$ cat src/logic/rh_desc_pkg.sv
/*
  Constants for the first root-hub descriptor register block: field positions,
  reset straps, command codes and timing.
  Assumes a single 125 MHz clock and a synchronous active-high reset.
*/
// Functional notes
// Bits 31..24 hold the power-good delay, one count per 2 ms.
// Software waits delay times 2 ms after powering a port before access.
// Bit 12 set means no overcurrent reporting; clear defers to bit 11.
// Bit 11 chooses collective (0) or per-port (1) overcurrent reporting.
// At reset bit 11 equals the switching granularity bit.
// Software clears bit 11 then sets it for per-port reporting.
// Compound flag bit 10 always reads 0; software writes only 0.
// Bit 9 set means ports always powered; clear means switched.
// Bit 8 chooses ganged (0) or individual (1) port switching.
// Masked ports obey per-port commands only; others follow global commands.
// Bits 1..0 give downstream port count, never above two.
// Bits 23..13 and 7..2 are reserved with no function.
// Power mask is 3 bits at 18..16; bit1 port1, bit2 port2, bit0 reserved.
// Reserved bits read 0 and ignore writes.
// Implementation-specific fields reset to design-time strap values.
package rh_desc_pkg;
  localparam int          DELAY_MSB      = 31;
  localparam int          DELAY_LSB      = 24;
  localparam int          NOCUR_BIT      = 12;
  localparam int          OCGRAN_BIT     = 11;
  localparam int          COMPOUND_BIT   = 10;
  localparam int          ALWAYS_PWR_BIT = 9;
  localparam int          SWGRAN_BIT     = 8;
  localparam int          PORTS_MSB      = 1;
  localparam int          MASK_LSB       = 16;
  localparam int          MASK_MSB       = 18;
  localparam int          MAX_PORTS      = 2;
  localparam int          DELAY_UNIT_MS  = 2;
  localparam int          CLK_MHZ        = 125;
  localparam int          UNIT_CYCLES    = DELAY_UNIT_MS * 1000 * CLK_MHZ;
  localparam logic [31:0] WRITE_MASK_A   = 32'hFF00_1B03;
  localparam logic [31:0] WRITE_MASK_B   = 32'h0007_0000;
  localparam logic [7:0]  RST_DELAY      = 8'h32;
  localparam logic        RST_NOCUR      = 1'b0;
  localparam logic        RST_ALWAYS_PWR = 1'b0;
  localparam logic        RST_SWGRAN     = 1'b1;
  localparam logic [1:0]  RST_PORTS      = 2'h2;
  localparam logic [2:0]  RST_MASK       = 3'h0;
  typedef enum logic [2:0] {
    CMD_NONE, CMD_SET_GLOBAL, CMD_CLR_GLOBAL, CMD_SET_PORT, CMD_CLR_PORT
  } power_cmd_t;
endpackage : rh_desc_pkg

$ cat src/logic/power_good_timer.sv
/*
  Per-port power-good timer: after a port turns on, counts delay units of
  2 ms and then raises ready. Off clears ready at once.
  Assumes clk at the package rate; unit length is a parameter for simulation.
*/
`timescale 1ns/100ps
module power_good_timer #(
  parameter int UNIT_CYCLES = rh_desc_pkg::UNIT_CYCLES
) (
  input  wire logic       clk,
  input  wire logic       rst,
  input  wire logic       powered,
  input  wire logic [7:0] delay_units,
  output logic            ready
);
  import rh_desc_pkg::*;
  if (UNIT_CYCLES < 1) begin : g_bad_unit
    $error("UNIT_CYCLES must be at least 1");
  end
  logic [31:0] cycle_cnt;
  logic [7:0]  unit_cnt;
  logic        powered_q;
  wire         unit_done = (cycle_cnt == 32'(UNIT_CYCLES - 1));
  always_ff @(posedge clk) begin
    if (rst || !powered) begin
      cycle_cnt <= 32'h0;
      unit_cnt  <= 8'h0;
      ready     <= 1'b0;
      powered_q <= 1'b0;
    end else begin
      powered_q <= 1'b1;
      if (!powered_q) begin
        cycle_cnt <= 32'h0;
        unit_cnt  <= 8'h0;
      end else if (unit_cnt >= delay_units) begin
        ready <= 1'b1;
      end else if (unit_done) begin
        cycle_cnt <= 32'h0;
        unit_cnt  <= unit_cnt + 8'h1;
      end else begin
        cycle_cnt <= cycle_cnt + 32'h1;
      end
    end
  end
endmodule : power_good_timer

$ cat src/logic/root_hub_descriptor_a.sv
/*
  First root-hub descriptor register with the port power mask and the power
  switching logic it steers. Software reaches both words through the host
  controller's register port: a one-cycle write strobe or read strobe with
  a select of which word.
  Assumes strobes are synchronous to clk; read data is valid the next cycle.
*/
`timescale 1ns/100ps
module root_hub_descriptor_a #(
  parameter int          NUM_PORTS   = rh_desc_pkg::MAX_PORTS,
  parameter int          UNIT_CYCLES = rh_desc_pkg::UNIT_CYCLES
) (
  input  wire logic                    clk,
  input  wire logic                    rst,
  input  wire logic                    wr_strobe,
  input  wire logic                    rd_strobe,
  input  wire logic                    sel_second,
  input  wire logic [31:0]             wr_data,
  output logic      [31:0]             rd_data,
  output logic                         rd_valid,
  input  wire rh_desc_pkg::power_cmd_t power_cmd,
  input  wire logic [1:0]              cmd_port,
  output logic      [2:1]              port_power,
  output logic      [2:1]              port_ready,
  output logic                         per_port_overcurrent,
  output logic                         overcurrent_enabled
);
  import rh_desc_pkg::*;
  if (NUM_PORTS < 1 || NUM_PORTS > MAX_PORTS) begin : g_bad_ports
    $error("NUM_PORTS must be 1 or 2");
  end

  logic [7:0] power_good_delay;
  logic       no_overcurrent_reporting;
  logic       overcurrent_granularity;
  logic       always_powered_ports;
  logic       switching_granularity;
  logic [2:0] port_power_mask;
  logic [2:1] pwr;
  logic [2:1] next_pwr;
  logic [2:1] ready_w;

  // Register images; reserved and compound bits are constant zero
  wire [1:0] downstream_port_count = 2'(NUM_PORTS);  // see R11
  wire [31:0] word_a = {power_good_delay, 11'h0, no_overcurrent_reporting,
                        overcurrent_granularity, 1'b0, always_powered_ports,
                        switching_granularity, 6'h0, downstream_port_count};  // see R7 see R12
  wire [31:0] word_b = {13'h0, port_power_mask[2:1], 1'b0, 16'h0};  // see R13
  wire        wr_a   = wr_strobe && !sel_second;
  wire        wr_b   = wr_strobe && sel_second;
  wire [31:0] wd_a   = wr_data & WRITE_MASK_A;
  wire [31:0] wd_b   = wr_data & WRITE_MASK_B;

  always_ff @(posedge clk) begin
    if (rst) begin
      power_good_delay         <= RST_DELAY;
      no_overcurrent_reporting <= RST_NOCUR;
      overcurrent_granularity  <= RST_SWGRAN;
      always_powered_ports     <= RST_ALWAYS_PWR;
      switching_granularity    <= RST_SWGRAN;
      port_power_mask          <= RST_MASK;
    end else begin
      if (wr_a) begin
        power_good_delay         <= wd_a[DELAY_MSB:DELAY_LSB];
        no_overcurrent_reporting <= wd_a[NOCUR_BIT];
        overcurrent_granularity  <= wd_a[OCGRAN_BIT];
        always_powered_ports     <= wd_a[ALWAYS_PWR_BIT];
        switching_granularity    <= wd_a[SWGRAN_BIT];
      end
      if (wr_b) begin
        port_power_mask <= {wd_b[MASK_MSB:MASK_LSB + 1], 1'b0};
      end
    end
  end

  always_ff @(posedge clk) begin
    if (rst) begin
      rd_data  <= 32'h0;
      rd_valid <= 1'b0;
    end else begin
      rd_valid <= rd_strobe;
      rd_data  <= rd_strobe ? (sel_second ? word_b : word_a) : 32'h0;
    end
  end

  // Power commands: ganged mode moves all ports; individual mode splits by mask
  wire individual = !always_powered_ports && switching_granularity;
  always_comb begin
    next_pwr = pwr;
    for (int p = 1; p <= 2; p++) begin
      if (p <= NUM_PORTS) begin
        if (!individual || !port_power_mask[p]) begin  // see R9
          if (power_cmd == CMD_SET_GLOBAL) next_pwr[p] = 1'b1;
          if (power_cmd == CMD_CLR_GLOBAL) next_pwr[p] = 1'b0;
        end
        if (individual && port_power_mask[p] && cmd_port == 2'(p)) begin
          if (power_cmd == CMD_SET_PORT) next_pwr[p] = 1'b1;
          if (power_cmd == CMD_CLR_PORT) next_pwr[p] = 1'b0;
        end
        if (always_powered_ports) next_pwr[p] = 1'b1;
      end else begin
        next_pwr[p] = 1'b0;
      end
    end
  end

  always_ff @(posedge clk) begin
    if (rst) begin
      pwr <= 2'h0;
    end else begin
      pwr <= next_pwr;
    end
  end

  for (genvar g = 1; g <= 2; g++) begin : g_timer
    power_good_timer #(.UNIT_CYCLES(UNIT_CYCLES)) u_timer (
      .clk         (clk),
      .rst         (rst),
      .powered     (pwr[g]),
      .delay_units (power_good_delay),
      .ready       (ready_w[g])
    );
  end

  always_ff @(posedge clk) begin
    if (rst) begin
      port_power           <= 2'h0;
      port_ready           <= 2'h0;
      per_port_overcurrent <= 1'b0;
      overcurrent_enabled  <= 1'b0;
    end else begin
      port_power           <= pwr;
      port_ready           <= ready_w;
      overcurrent_enabled  <= !no_overcurrent_reporting;
      per_port_overcurrent <= !no_overcurrent_reporting && overcurrent_granularity;
    end
  end
endmodule : root_hub_descriptor_a

$ cat config.mk
export PLATFORM = sky130hd
export DESIGN_NAME = root_hub_descriptor_a
export DESIGN_NICKNAME = d
export VERILOG_FILES = /design/src/logic/rh_desc_pkg.sv /design/src/logic/power_good_timer.sv /design/src/logic/root_hub_descriptor_a.sv
export SDC_FILE = /design/constraint.sdc
export NUM_CORES = 1
export LEC_CHECK = 0
export BUFFER_PORTS_ARGS = -buffer_cell sky130_fd_sc_hd__buf_4
export CAP_MARGIN = 15
export CORE_MARGIN = 2
export CORE_UTILIZATION = 50
export DETAILED_ROUTE_END_ITERATION = 16
export GPL_TIMING_DRIVEN = 0
export PLACE_DENSITY = 0.7
export REMOVE_ABC_BUFFERS = 1
export SYNTH_ARGS = -nofsm -noshare
export SYNTH_HDL_FRONTEND = slang
export SYNTH_SLANG_ARGS = --single-unit
$ cat constraint.sdc
create_clock -name clk -period 4 [get_ports clk]
set_clock_uncertainty 0.15 [all_clocks]
set_input_delay 0.2 -clock clk [delete_from_list [all_inputs] [get_ports clk]]
set_output_delay 0.2 -clock clk [all_outputs]
set_load 0.005 [all_outputs]
==> metrics <==
compound-gate portion of the synthesized area under 10%; final std cells w/o fill about 890; count of cell types in the netlist 44; # hold bufs at CTS 28; Die Y ~110 um; met2 Track Usage GR around 34%; DRT antenna net count 0; Critical Path Start Type flop; H-Tree Depth 4; worst setup path class flop to flop; fin. max-slew vios 0; grt total ovfl 0; CTS root buffer clkbuf_16; GPL Wtd Cong approximately 0.83; first-pass GRT wire length roughly 21 mm; First-pass DRT Iterations 4; Yosys reg bits 122; post-synthesis mux area share 0.530%; sequential cell fraction of total power a little over two fifths; switch share between 20% and 30%; RR Endpoint g_timer[1].u_timer.cycle_cnt[24]; main combinational cell family by area after synthesis simple AND/OR/NAND/NOR gates; CP endpoint g_timer[1].u_timer.cycle_cnt[24]; Peak VDD IR about 0.00038 V; Core Rows 38; CP Depth 9; EDFF count, synth 0; core area approximately 11000 um^2; vias in the first global route about 4600; unrepaired setup endpoints after global routing no; count leader, synth dfxtp_1; cells on worst reg2reg path 9; crit path max fanout 31; Inst Count DP 824; largest net degree at the start of global routing 32; fraction of the mapped netlist area in adder cells under 10%; Post-Route WL between 10 and 15 mm; drt drc 0; Setup Fix Bufs, Post-CTS 0; cell accounting for the most synthesized area dfxtp_1; fin crit period around 3.3 ns; cell-internal power approximately 0.0023 W; Power Dens Cells ~420 nW/um^2; Setup violations, final 0; post-synthesis async set-or-reset flop share 0%; worst hold path type input pin to flop; Die Area 12200 um^2; Worst Tran Pin Value 1.04 ns; dominant cells by area after synthesis dfxtp_1, nor2_1, xnor2_1, ha_1, nand4_1; Layout Nets 794; R2R Setup Slk ~0.73 ns; starting density of the core between 50 and 60%; Synth Warn # 0; worst skew pair latency between 0.4 and 0.5 ns; Critical Path Source power_good_delay[1]; RR Startpoint power_good_delay[1]; CP max stage delay around 0.6 ns; fin crit share 81.6%; syn_area_per_cell around 8.6 um^2; drt first-iter violations 332; clock-pin slew on the worst setup and hold paths about 0.060 ns; share of layout cells above drive strength 1 between 10% and 20%; Slowest cell on crit path or2_2; Leak Pwr about 2.5 nW; top cell family by delay on the critical path simple AND/OR/NAND/NOR gates; Top Usage Layer GRT met2; post-CTS sizing 0; sequential area share after synthesis a little over two fifths; Inserted Clock Buffers 17; DR vias/cell around 5.5; worst rel slew slack between 30% and 40%; synthesized instance count about 660; grt met1 use 25.8%; initial antenna violation count 0; CP Capture Type flop; overall power ~0.0029 W; port buffer count 45; gr usage total a little over a fifth; Clk pwr share between 50% and 60%; GR Layer Usage met3 between 6 and 7%; Bufs on Longest Clock Path 2; xor-xnor portion of the synthesized cell area between 10% and 20%; most common library cells after synthesis dfxtp_1, nor2_1, nand2_1, xnor2_1, nand4_1; Cell Area, Synth 5660 um^2; Comb pwr share between 3 and 4%; clk sinks ~120; Synth top area share between 40 and 50%; status complete, no violations; wire per inst ~14 um; crit path DAT 3.38 ns; final hold vios 0; n_diodes 0; I/O pins 81; Total Neg Setup Slack 0 ns; Req. time, crit path about 4.1 ns; hold_ws between 0.08 and 0.09 ns; CTS tree done; DP HPWL around 8.3 mm; Switch Pwr roughly 0.0006 W; die width roughly 110 um; share of synthesized cell area in and, or, nand and nor gates a little under a third; cell breakdown of the critical path inv_1, ha_1, or4_1, a21oi_1, o31ai_2, buf_4, nor3_1, or2_2, nor2_1; via count 4879; ys flop type dfxtp_1; worst path buffer plus inverter count 2; Max Cap Viol 0; layout overhead on the synthesized area 22.2%; Peak Freq between 300 and 400 MHz
-- registers in the layout, indices dropped and copies added, names as in the netlist --
| name | count |
|---|---|
| g_timer.u_timer.powered_q | 2 |
| g_timer.u_timer.cycle_cnt | 64 |
| switching_granularity | 1 |
| power_good_delay | 8 |
| overcurrent_enabled | 1 |
| per_port_overcurrent | 1 |
| g_timer.u_timer.unit_cnt | 16 |
| always_powered_ports | 1 |
| g_timer.u_timer.ready | 2 |
| port_power_mask | 2 |
| rd_data | 15 |
| pwr | 2 |
| port_ready | 2 |
| no_overcurrent_reporting | 1 |
| overcurrent_granularity | 1 |
| rd_valid | 1 |
| port_power | 2 |
-- worst min path at each step --
stage / startpoint / to / cells past startpoint
4_1_cts: power_cmd[2] / pwr[2] / 4
6_report: power_cmd[2] / pwr[2] / 4
2_1_floorplan: rst / always_powered_ports / 1
3_5_place_dp: wr_data[29] / power_good_delay[5] / 2
3_3_place_gp: wr_data[29] / power_good_delay[5] / 2
5_1_grt: power_cmd[2] / pwr[2] / 4
-- cells in the final DEF (no fill, tap or decap), types with 3 or more instances in the layout --
cell / n
dfxtp_1: 122
nor2_1: 95
nand2_1: 51
buf_4: 46
xnor2_1: 39
nand4_1: 38
a21oi_1: 30
dlygate4sd3_1: 28
nand3_1: 27
xor2_1: 26
nor4_1: 22
ha_1: 20
nor3_1: 18
inv_1: 18
and2_1: 17
conb_1: 17
clkbuf_16: 17
nor2b_1: 12
o21ai_0: 11
or3_1: 11
and3_1: 10
nand3b_1: 7
nand2b_1: 6
a211o_1: 5
and4_1: 4
o21a_1: 4
clkbuf_8: 4
nor4b_1: 3
mux2i_1: 3
or4_1: 3
clkinv_2: 3
clkinvlp_4: 3
-- cells by family (layout without fill, tap and decap cells) --
family	after synthesis	count (layout)
buf+inv	58	125
mux	3	3
compound gates	60	60
simple gates	333	333
xor+xnor	65	65
flops	122	122
other cells	1	17
fa+ha+maj	20	20
-- stage by stage --
stage | util (%) | instance area, um^2 | worst slack, ns
finish | 63.3 | 6920 | 0.735
detailed placement | 55.1 | 6020 | 0.732
global placement | 55.0 | 6010 | -0.0866
CTS | 63.1 | 6900 | 0.730
global route | 63.3 | 6920 | 0.443
floorplan | - | 5500 | 0.937
-- routing by layer --
layer / part of all wire (%) / wire length (um) / vias to the layer above
li1: - / - / 2403
met1: 45 / 5730 / 2311
met2: 49 / 6160 / 150
met3: 5.0 / 635 / 15
met4: 1.1 / 144 / 0
met5: 0 / 0 / -
-- worst register-to-register path, delay by kind of cell (launching register included) --
family	cells	cell delay [ns]
fa+ha+maj	1	0.20
simple gates	4	1.71
buf+inv	2	0.33
compound gates	2	0.40
flops	1	0.32
-- power by group through the flow --
stage          logic (W)  clock network, W  registers, W
2_1_floorplan  0.0000414                 0       0.00127
4_1_cts         0.000106           0.00155       0.00124
3_3_place_gp   0.0000826                 0       0.00127
6_report        0.000107           0.00152       0.00124
5_1_grt         0.000119           0.00160       0.00124
3_5_place_dp   0.0000855                 0       0.00127
-- cell type report --
cell class	instances	area, um^2
clock buffer	22	484
fill	933	4020
timing repair buffer	75	641
clock inverter	10	115
multi-input combinational	498	2990
sequential	122	2440
inverter	18	67.6
tap	140	175
Power figures use the tool's default switching activity.
